`src/include/ecm_pkg.sv`:
```
// package for the external bus card and flash pin multiplexer
package ecm_pkg;
  // device-type select bit positions
  localparam int unsigned SEL_SDRAM_BIT = 1;
  localparam int unsigned SEL_FLASH2_BIT = 2;
  localparam int unsigned SEL_FLASH3_BIT = 3;
  localparam int unsigned SEL_CARD4_BIT = 4;
  localparam int unsigned SEL_CARD5_BIT = 5;
  localparam logic [5:0] SEL_RESET = 6'h00;
  // card region field in the transfer address
  localparam int unsigned REGION_MSB = 23;
  localparam int unsigned REGION_LSB = 21;
  localparam int unsigned ADDR_W = 24;
  localparam int unsigned NUM_CS = 6;

  typedef enum logic [2:0] {
    ECM_REG_ATTR = 3'b000,
    ECM_REG_IOWR = 3'b001,
    ECM_REG_COMMON = 3'b010,
    ECM_REG_IORD = 3'b100
  } ecm_region_t;

  // strobes from the static memory controller, active low except card_odd_byte
  typedef struct packed {
    logic [5:0] chip_select_n;
    logic read_strobe_n;
    logic write_strobe0_n;
    logic write_strobe1_n;
    logic byte_select0_n;
    logic byte_select1_n;
    logic card_odd_byte;
  } ecm_ctl_t;

  // strobes as they leave on the pins
  typedef struct packed {
    logic [5:0] chip_select_n;
    logic read_strobe_n;
    logic write_strobe0_n;
    logic write_strobe1_n;
    logic flash_output_enable;
    logic flash_write_enable;
    logic card_direction;
    logic card_enable_lo;
    logic card_enable_hi;
  } ecm_pin_t;
endpackage : ecm_pkg

```
`src/core/ecm_pin_mux.sv`:
```
// pin multiplexer for card and flash devices on the external bus
// What this block does
// - I/O-mode card read drives read strobe onto card I/O-read; memory output-enable idle.
// - memory or attribute card read drives read strobe onto output-enable; I/O-read idle.
// - card writes in attribute, common and I/O-write regions drive write strobe onto card write-enable.
// - attribute, common, I/O-write regions: output-enable, write-enable follow; I/O-read held 1.
// - I/O-read region: output-enable and write-enable held 1; I/O-read follows read strobe.
// - card-type bit chooses card buffer select or ordinary chip select on cs4/cs5 pins.
// - card access puts card strobes on shared read, write0, write1 pins.
// - card buffer select 0 has exactly the timing of chip select 4.
// - card direction reads 1 in the first clock of a transfer, then is latched and held to its end.
// - flash-type bit on cs2/cs3 enables flash support for that space.
// - active flash chip select puts strobes on flash output and write enables.
// - flash enables drop at once when address leaves the cs2/cs3 space.
// - flash path carries 16-bit devices, upper byte on data lines 15 to 8.
// - 16-bit static: address 0 and write1 are byte selects; two 8-bit: write strobes.
// - address bits 23 to 21 pick card region attr, I/O write, common, I/O read.
// - device-type bits: card 4/5, flash 2/3, sdram 1; zero means static.
// - card enables follow chip select, carrying byte selects or fixed 0/1 odd-byte.
`timescale 1ns/1ps
module ecm_pin_mux #(
  parameter int unsigned ADDR_WIDTH = ecm_pkg::ADDR_W
) (
  // clock and reset
  input wire logic clk,
  input wire logic sys_rst,
  // device-type selection from the bus select register
  input wire logic [5:0] bus_select_register,
  input wire logic bus_select_load,
  // static memory controller side
  input wire ecm_pkg::ecm_ctl_t ctl,
  input wire logic [ADDR_WIDTH-1:0] transfer_addr,
  input wire logic transfer_write,
  input wire logic transfer_active,
  // dynamic ram controller chip select, active low
  input wire logic sdram_cs_n,
  // pins
  output ecm_pkg::ecm_pin_t pins,
  output logic card_buffer_select0,
  output logic card_buffer_select1,
  // current selection, for status
  output logic [5:0] device_select
);
  initial begin
    if (ADDR_WIDTH < ecm_pkg::REGION_MSB + 1) $error("address too narrow for card region");
  end

  logic [5:0] sel;
  logic card_direction;
  logic prev_active;

  // selection bits are held here; zero at reset keeps every pin a plain static pin
  always_ff @(posedge clk or posedge sys_rst) begin
    if (sys_rst) begin
      sel <= ecm_pkg::SEL_RESET;
    end else if (bus_select_load) begin
      sel <= bus_select_register;
    end
  end

  // a plain register finds the transfer start; a sampled-value call would not map to gates
  always_ff @(posedge clk or posedge sys_rst) begin
    if (sys_rst) begin
      prev_active <= 1'b0;
    end else begin
      prev_active <= transfer_active;
    end
  end

  wire transfer_start = transfer_active && !prev_active;

  // direction is latched once per transfer so it cannot toggle mid-access
  always_ff @(posedge clk or posedge sys_rst) begin
    if (sys_rst) begin
      card_direction <= 1'b1;
    end else if (!transfer_active) begin
      card_direction <= 1'b1;
    end else if (transfer_start) begin
      card_direction <= !transfer_write;
    end
  end

  assign device_select = sel;

  wire card4_on = sel[ecm_pkg::SEL_CARD4_BIT];
  wire card5_on = sel[ecm_pkg::SEL_CARD5_BIT];
  wire flash2_on = sel[ecm_pkg::SEL_FLASH2_BIT];
  wire flash3_on = sel[ecm_pkg::SEL_FLASH3_BIT];
  wire sdram_on = sel[ecm_pkg::SEL_SDRAM_BIT];

  wire cs4_act = !ctl.chip_select_n[4];
  wire cs5_act = !ctl.chip_select_n[5];
  wire card_access = (card4_on && cs4_act) || (card5_on && cs5_act);
  wire flash_access = (flash2_on && !ctl.chip_select_n[2]) ||
                      (flash3_on && !ctl.chip_select_n[3]);
  wire [2:0] region = transfer_addr[ecm_pkg::REGION_MSB:ecm_pkg::REGION_LSB];

  logic card_oe;
  logic card_we;
  logic card_iord;

  ecm_card_decode u_card (
    .region(region),
    .read_strobe_n(ctl.read_strobe_n),
    .write_strobe0_n(ctl.write_strobe0_n),
    .card_mem_output_enable(card_oe),
    .card_write_strobe(card_we),
    .card_io_read_strobe(card_iord)
  );

  // buffer selects are the chip selects themselves, so timing is identical
  wire cs4_card_sel = card4_on;
  wire cs5_card_sel = card5_on;
  assign card_buffer_select0 = cs4_card_sel ? ctl.chip_select_n[4] : 1'b1;
  assign card_buffer_select1 = cs5_card_sel ? ctl.chip_select_n[5] : 1'b1;

  // chip select pins: card pins carry the buffer select, cs1 may come from the sdram side
  wire [5:0] cs_pin_n = {
    cs5_card_sel ? card_buffer_select1 : ctl.chip_select_n[5],
    cs4_card_sel ? card_buffer_select0 : ctl.chip_select_n[4],
    ctl.chip_select_n[3:2],
    sdram_on ? sdram_cs_n : ctl.chip_select_n[1],
    ctl.chip_select_n[0]
  };

  // card enables mirror the active card chip select, gated by byte selects
  wire card_cs_n = !card_access;
  wire ce_lo = card_cs_n | (ctl.card_odd_byte ? 1'b0 : ctl.byte_select0_n);
  wire ce_hi = card_cs_n | (ctl.card_odd_byte ? 1'b1 : ctl.byte_select1_n);

  // write1 stays the upper byte strobe for static devices; byte lanes pass untouched
  assign pins.chip_select_n = cs_pin_n;
  assign pins.read_strobe_n = card_access ? card_oe : ctl.read_strobe_n;
  assign pins.write_strobe0_n = card_access ? card_we : ctl.write_strobe0_n;
  assign pins.write_strobe1_n = card_access ? card_iord : ctl.write_strobe1_n;
  // flash strobes active low, idle high; width is set by the shared 16-bit data path
  assign pins.flash_output_enable = flash_access ? ctl.read_strobe_n : 1'b1;
  assign pins.flash_write_enable = flash_access ? ctl.write_strobe0_n : 1'b1;
  assign pins.card_direction = card_direction;
  assign pins.card_enable_lo = ce_lo;
  assign pins.card_enable_hi = ce_hi;
endmodule : ecm_pin_mux

```
`src/core/ecm_card_decode.sv`:
```
// card region decode and card strobe generation
`timescale 1ns/1ps
module ecm_card_decode (
  // controller side
  input wire logic [2:0] region,
  input wire logic read_strobe_n,
  input wire logic write_strobe0_n,
  // card strobes, active low
  output logic card_mem_output_enable,
  output logic card_write_strobe,
  output logic card_io_read_strobe
);
  wire is_io_read = (region == ecm_pkg::ECM_REG_IORD);
  wire is_mem_or_iow = (region == ecm_pkg::ECM_REG_ATTR) || (region == ecm_pkg::ECM_REG_IOWR) ||
                       (region == ecm_pkg::ECM_REG_COMMON);

  // undefined region codes keep every card strobe idle
  assign card_mem_output_enable = is_mem_or_iow ? read_strobe_n : 1'b1;
  assign card_write_strobe = is_mem_or_iow ? write_strobe0_n : 1'b1;
  assign card_io_read_strobe = is_io_read ? read_strobe_n : 1'b1;
endmodule : ecm_card_decode

```
`config.mk`:
```
export PLATFORM = sky130hd
export DESIGN_NAME = ecm_pin_mux
export DESIGN_NICKNAME = d
export VERILOG_FILES = /design/src/include/ecm_pkg.sv /design/src/core/ecm_pin_mux.sv /design/src/core/ecm_card_decode.sv
export SDC_FILE = /design/constraint.sdc
export NUM_CORES = 1
export LEC_CHECK = 0
export BUFFER_PORTS_ARGS = -buffer_cell sky130_fd_sc_hd__buf_4
export CAP_MARGIN = 20
export CORE_MARGIN = 1.5
export CORE_UTILIZATION = 32
export DETAILED_ROUTE_END_ITERATION = 7
export GPL_TIMING_DRIVEN = 0
export HOLD_SLACK_MARGIN = 0.15
export PLACE_DENSITY_LB_ADDON = 0.25
export SLEW_MARGIN = 10
export SYNTH_ARGS = -nofsm -noshare
export SYNTH_HDL_FRONTEND = slang
export SYNTH_HIERARCHICAL = 1
export SYNTH_SLANG_ARGS = --single-unit
```
`constraint.sdc`:
```
create_clock -name clk -period 4.01 [get_ports clk]
set_input_delay 0.802 -clock clk [delete_from_list [all_inputs] [get_ports clk]]
set_output_delay 0.802 -clock clk [all_outputs]
set_load 0.01 [all_outputs]
```
======== Yosys cells after proc, flatten, opt, wreduce, memory -nomap -nowiden ========
Cells that the tools add are included.
operators by class
  equality and inequality tests ........... 4
  multiplexer cells ....................... 17
  bitwise logic cells ..................... 2
  reduce and logical (&&, ||, !) cells .... 17
operators with widths
  operator                                       number
  2-to-1 mux 1 bit                               17
  zero test 1 bit                                7
  logical AND 1 bit                              5
  logical OR 1 bit                               4
  == test 3 x 1 -> 1 bit, second input constant  1
  == test 3 x 2 -> 1 bit, second input constant  1
  == test 3 bit, second input constant           1
  zero test 3 bit                                1
  != test 2 x 1 -> 1 bit, second input constant  1
  bitwise OR 1 bit                               2
storage, ports and cells
  bits in registers ....................... 8
  bits of input ports ..................... 48
  output and inout bits ................... 22
  logic and storage cells ................. 43

======== Longest topological paths before layout ========
Gate-level depths: netlist of the first run.
  word-level depth ........................ 5
  mapped depth ............................ 5
  depth with buffers taken out ............ 3

======== Cells and area by module ========
The synthesis of the first run kept the hierarchy.
by module, submodules not included
  module           times used  cells each  area an instance (um2)  seq. area each (um2)
  ecm_pin_mux      1           45          491.7                   201.4
  ecm_card_decode  1           3           30.0                    0.0

======== Worst setup path after synthesis of the first run ========
No wires, ideal clock.
  kind .................................... input to output
  start point ............................. input port ctl[10] in the netlist's numbering
  end point ............................... output port pins[0] in the netlist's numbering
  arrival ................................. 1.646 ns
  required time ........................... 3.208 ns
  path slack .............................. 1.562 ns
  cell stages on the path ................. 5
  path buffers ............................ 2
  cells stage by stage .................... nand2b_4 and2_4 buf_6 or3_1 buf_4
between the ends
  longest elaborated chain between the ends .. 5
ends and longest elaborated chain
  item               line                source
  start, declared    ecm_pin_mux.sv:31   input wire ecm_pkg::ecm_ctl_t ctl,
  zero test 1 bit    ecm_pin_mux.sv:91   wire cs4_act = !ctl.chip_select_n[4];
  logical AND 1 bit  ecm_pin_mux.sv:93   wire card_access = (card4_on && cs4_act) || (card5_on && cs5_act);
  logical OR 1 bit   ecm_pin_mux.sv:93
  zero test 1 bit    ecm_pin_mux.sv:127  wire card_cs_n = !card_access;
  bitwise OR 1 bit   ecm_pin_mux.sv:129  wire ce_hi = card_cs_n | (ctl.card_odd_byte ? 1'b1 : ctl.byte_select1_n);
  end, declared      ecm_pin_mux.sv:38   output ecm_pkg::ecm_pin_t pins,
Every way passes these cells.

======== Final worst setup path of the first run ========
Same ends and word-level chain as after synthesis.

==> impl_metrics.csv, run 1 <==
group,metric,value,unit
timing,final-hold-violation-count,0,
timing,finalMaxSlewViolations,0,
min_path,hp-class,"in -> async",
routing,ant_nets,0,
die,start_util,34.2,%
synthesis,synthArstFlopShare,100,%
pwr,total_power,0.254,mW
global_route,grt_usage,14.3,%
pwr,p_per_area,278,mW/mm^2
layout,fin_util,59.9,%
layout,regArea,201,um^2
timing,fmax,374,MHz
routing,vias,507,
timing,final.setup.tns,0,ns
global_route,overflow,0,
timing,max-slew-margin-rel,77.4,%
synthesis,yosys_warnings,6,
pwr,p_leak,0.491,nW
clock_network,path_clk_slew,0.05,ns
synthesis,synth_nets,96,
routing,first_pass_iters,3,
setup_path,critPathMaxStageDelay,0.30,ns
layout,fin_area,913,um^2
die,rows,14,
timing,setup_violations,0,
run,cap_violations,0,
setup_path,critPathKind,"in -> out",
setup_path,path_common_cell,"buf_4",
setup_path,end_kind,"primary output",
die,dieWidth,43.4,um
layout,multi_input_area,233,um^2
placed_design,hpwl,1060,um
timing,fin_worst_skew,0.0000591,ns
timing,fin_crit_sh,66.6,%
placed_design,placed_cell_area,887,um^2
routing,drc,0,
clock_network,postCtsSetupRepairBufs,0,
synthesis,syn-cell-area,522,um^2
layout,fillers,143,
synthesis,synth_edf_count,0,
setup_path,crit_slowest_cell,"or3_1",
global_route,antenna_found_initial,0,
layout,drive_gt1_share,73.5,%
setup_path,worstPathCellList,"buf_4, nand2b_4, and2_4, buf_6, or3_1, buf_4, buf_4",
setup_path,worstPathMaxFanout,5,
synthesis,ys_seq_area_share,38.6,%
run_status,status,"finished clean",
clock_network,ctsHoldBuffers,0,
synthesis,syn_area_per_cell,10.9,um^2
layout,layout.nets,147,
synthesis,synth-seq-cells,8,
timing,rsz0062_at_grt,"no",
global_route,grt_pass1_vias,515,
placed_design,place.gp.congestion,0.656,
die,fp.dieH,43.4,um
routing,drt-initial-drc-count,4,
die,core,0.00152,mm^2
routing,routedWlPerCell,10.7,um
synthesis,synth_cell_types,20,
synthesis,synth_ff_type,"dfrtp_1",
setup_path,worstSetupStartpoint,"ctl[10]",
synthesis,syn_inst,48,
setup_path,required,3.21,ns
setup_path,cp.arrival,1.87,ns
layout,n_antenna_cell,0,
setup_path,crit_path_start_kind,"primary input",
layout,area_delta_synth_final,75.1,%
setup_path,r2r-start,"device_select[5]$_DFFE_PP0P_",
die,die_area,0.00188,mm^2
clock_network,numCtsBuffers,3,
die,io_pins,70,
routing,totalWireLength,1220,um
clock_network,cts_buffer_depth,2,
timing,tightest_slew,0.339,ns
placed_design,port_buffers,46,
clock_network,cts.repair.resized,0,
timing,period_needed,2.67,ns
global_route,grt_start_max_net_pins,9,
clock_network,cts_tree,"yes",
global_route,grt_pass1_wl,2030,um
pwr,vdd_drop_max,0.000260,V
clock_network,clk_latency,0.25,ns
clock_network,htreeDepth,1,
clock_network,clock_sinks,8,
clock_network,cts-root-buf,"clkbuf_4",
routing,vias_per_cell,4.45,
-- cell usage after synthesis, types with 2 or more instances --
library cell  count  area [um^2]
dfrtp_1           7          175
buf_4             6         45.0
inv_1             5         18.8
mux2_2            5         56.3
mux2_4            3         45.0
nand2_1           3         11.3
a211o_2           2         20.0
clkbuf_1          2         7.51
nand2b_1          2         12.5
nand2b_4          2         27.5
o21ai_0           2         10.0
-- stage by stage --
step	setup WS, ns	hold WS (ns)	instances
after floorplan	1.56	0.471	48
after global routing	1.30	0.497	114
after global placement	1.34	0.488	110
final	1.34	0.487	114
after detailed placement	1.33	0.488	110
after CTS	1.33	0.488	114
-- power by group --
group	internal (mW)	total (mW)	switching [mW]
combinational	0.0610	0.0947	0.0336
sequential	0.0882	0.0935	0.00529
clock	0.0381	0.0656	0.0275
total	0.187	0.254	0.0665
-- per-layer routing --
layer	vias to the layer above	wire (um)	GRT usage, %
met2	26	691	25.7
met4	0	0	5.45
li1	251	-	-
met3	0	119	6.25
met1	230	410	14.6
met5	-	0	0
-- placed cells by master, fill, tap and decap left out --
cell      instances
mux2i_1           1
dfstp_2           1
o22ai_1           1
a21o_2            1
mux2_2            5
o21ai_0           2
inv_1             5
a211o_2           2
clkbuf_4          3
buf_4            52
buf_2             1
mux2_4            3
nand2b_1          2
dfrtp_1           7
or3_1             1
and2_4            1
nand2b_4          2
nand2_1           3
or4b_1            1
buf_6             1
clkbuf_1          3
-- final timing paths --
check / endpoint / slack [ns] / depth (start not counted)
max in group asynchronous: card_direction$_DFFE_PP1P_ / 3.24 / 2
min in group clk: card_direction$_DFFE_PP1P_ / 0.50 / 2
min reg2reg: card_direction$_DFFE_PP1P_ / 0.50 / 2
max: pins[0] / 1.34 / 7
min: device_select[1]$_DFFE_PP0P_ / 0.49 / 2
max reg2reg: device_select[5]$_DFFE_PP0P_ / 3.20 / 1
-- logic make-up after synthesis --
logic type	count (synthesis)	synth area share, %
buffers and inverters	15	16.8
AND/OR/NAND/NOR	10	14.6
multiplexers	9	21.3
flip-flops	8	38.6
AO/OA/AOI/OAI	6	8.63
-- final cells by class --
type / instances / share of cell area [%]
clock buffers: 4 / 2.88
well taps: 16 / 2.19
plain buffers: 10 / 7.53
inverters: 5 / 2.05
flip-flops and latches: 8 / 22.1
repair buffers: 46 / 37.8
multi-input cells: 25 / 25.5
-- worst max-delay path, delay by kind of cell --
family | cells | cell delay, ns
buffers and inverters | 4 | 0.49
AND/OR/NAND/NOR | 3 | 0.58
-- sequential cells by signal (all words and copies together), names as in the netlist --
register / count
card_direction: 1
prev_active: 1
device_select: 6
(Power assumes the default switching activity.)
==> run 2, diff against run 1 <==
--- a/config.mk
+++ b/config.mk
@@ -8,7 +8,7 @@
 export BUFFER_PORTS_ARGS = -buffer_cell sky130_fd_sc_hd__buf_4
 export CAP_MARGIN = 20
 export CORE_MARGIN = 1.5
-export CORE_UTILIZATION = 32
+export CORE_UTILIZATION = 27
 export DETAILED_ROUTE_END_ITERATION = 7
 export GPL_TIMING_DRIVEN = 0
 export HOLD_SLACK_MARGIN = 0.15
==> constraint.sdc (replaced) <==
create_clock -name clk -period 2.2 [get_ports clk]
set_input_delay 0.44 -clock clk [delete_from_list [all_inputs] [get_ports clk]]
set_output_delay 0.44 -clock clk [all_outputs]
set_load 0.01 [all_outputs]
==> run 2 against run 1 <==
  * Sequential power is 82% higher
  * Highest routed layer is now met4
  * Global-route usage is 2.1 points lower
  * Count of clock-buffer cells in the layout stayed put
  * Die area is 17% higher
  * Register-to-register slack worse by 1.8 ns
  * Clock power is 78% higher
  * Via count is 0.79% lower
  * Final cell count is 8.8% higher
  * Flip-flop and latch count stayed put
  * Critical path type is now reg -> out
  * Setup slack worse by 1.1 ns
  * Core utilization is 7.0 points lower
==> impl_metrics.csv, run 2 (same netlist as run 1, synthesis figures left out) <==
group,metric,value,unit
run_status,status,"finished clean",
routing,ant_nets,0,
timing,setup_ws,0.206,ns
timing,final.setup.tns,0,ns
placed_design,place.gp.congestion,0.623,
global_route,grt_pass1_vias,454,
die,fp.dieH,47.0,um
pwr,p_leak,0.495,nW
global_route,grt_start_max_net_pins,9,
pwr,p_per_area,492,mW/mm^2
setup_path,worstPathMaxFanout,5,
global_route,overflow,0,
setup_path,worstPathCellList,"nand2b_4, and2_4, buf_6, or3_1, buf_4, buf_4",
clock_network,postCtsSetupRepairBufs,0,
timing,fin_worst_skew,0.0000193,ns
clock_network,clk_latency,0.24,ns
timing,max-slew-margin-rel,77.4,%
run,cap_violations,0,
die,die_area,0.00221,mm^2
min_path,hp-class,"in -> reg",
timing,setup_violations,0,
clock_network,cts_buffer_depth,2,
setup_path,crit_path_start_kind,"flip-flop",
layout,drive_gt1_share,72.7,%
die,io_pins,70,
timing,rsz0062_at_grt,"no",
global_route,grt_usage,12.2,%
timing,final-hold-violation-count,0,
setup_path,required,1.76,ns
placed_design,port_buffers,46,
die,start_util,29.6,%
pwr,vdd_drop_max,0.000363,V
clock_network,cts-root-buf,"clkbuf_4",
layout,area_delta_synth_final,79.1,%
setup_path,cp.arrival,1.55,ns
timing,fin_crit_sh,90.6,%
layout,layout.nets,148,
global_route,antenna_found_initial,0,
timing,period_needed,1.99,ns
layout,final_cell_mix,"52 x buf_4, 7 x dfrtp_1, 5 x inv_1, 5 x mux2_2",
setup_path,r2r-start,"device_select[4]$_DFFE_PP0P_",
routing,drt-initial-drc-count,6,
clock_network,htreeDepth,1,
min_path,worstHoldStart,"transfer_active",
layout,n_antenna_cell,0,
clock_network,numCtsBuffers,3,
timing,fmax,501,MHz
layout,layout_commonest_cell,"buf_4",
routing,drc,0,
min_path,holdPathEnd,"prev_active$_DFF_PP0_",
die,dieWidth,47.0,um
die,core,0.00176,mm^2
min_path,hold_depth,1,
setup_path,critPathMaxStageDelay,0.41,ns
routing,vias_per_cell,4.06,
routing,totalWireLength,1190,um
placed_design,hpwl,1040,um
global_route,grt_pass1_wl,1810,um
clock_network,clock_sinks,8,
clock_network,cts_tree,"yes",
setup_path,rrSetupSlack,1.39,ns
routing,first_pass_iters,3,
timing,finalMaxSlewViolations,0,
setup_path,crit_slowest_cell,"dfrtp_1",
clock_network,cts.repair.resized,0,
clock_network,path_clk_slew,0.06,ns
pwr,total_power,0.460,mW
setup_path,path_common_cell,"buf_4",
die,rows,15,
routing,vias,503,
setup_path,end_kind,"primary output",
routing,routedWlPerCell,9.62,um
timing,tightest_slew,0.339,ns
setup_path,worst-r2r-cell-count,1,
placed_design,place_ws,0.248,ns
setup_path,crit-reg2reg-capture,"device_select[4]$_DFFE_PP0P_",
setup_path,critPathKind,"reg -> out",
layout,largest_register_ffs,6,
## run 2: layout make-up
class / count / area (um^2)
Fill cell: 180 / 830
Timing Repair Buffer: 47 / 355
Multi-Input combinational cell: 25 / 233
Sequential cell: 8 / 201
Buffer: 10 / 68.8
Tap cell: 25 / 31.3
Clock buffer: 4 / 26.3
Inverter: 5 / 18.8
## run 2: power by group
group          switching (mW)  leakage (nW)  internal, mW
clock network          0.0473        0.0150        0.0692
registers             0.00944        0.0933         0.161
logic                  0.0606         0.387         0.112
## run 2: per-stage QoR
step	hold WS [ns]	area, um^2	util, %	cells
floorplan	0.255	522	-	48
global placement	0.406	898	50.9	119
detailed placement	0.413	898	50.9	119
CTS	0.298	935	53.0	124
global route	0.284	935	53.0	124
finish	0.310	935	53.0	124
## run 2: timing repair
action / in CTS / in global routing
setup endpoints to repair: 0 / 0
hold endpoints to repair: 7 / 0
hold buffers: 1 / 0
## run 2: per-layer routing
metal  track usage, %  vias to the layer above  wire length (um)
li1                 -                      251                 -
met1             12.6                      229               418
met2             21.1                       21               673
met3             5.77                        2                87
met4             5.00                        0                13
met5                0                        -                 0
## run 2: worst max path at each step
| stage | start | endpoint | slack (ns) | depth (start not counted) |
|---|---|---|---|---|
| floorplan | ctl[10] | pins[0] | 0.48 | 5 |
| global route | device_select[4]$_DFFE_PP0P_ | pins[0] | 0.12 | 6 |
| CTS | device_select[4]$_DFFE_PP0P_ | pins[0] | 0.18 | 6 |
| global placement | ctl[10] | pins[0] | 0.25 | 7 |
| detailed placement | ctl[10] | pins[0] | 0.25 | 7 |
| finish | device_select[4]$_DFFE_PP0P_ | pins[0] | 0.21 | 6 |
## run 2: worst max-delay path: cells and delay by family, from the launching register on
| family | cells | cell delay [ns] |
|---|---|---|
| buffers and inverters | 3 | 0.38 |
| flip-flops | 1 | 0.41 |
| AND/OR/NAND/NOR | 3 | 0.51 |
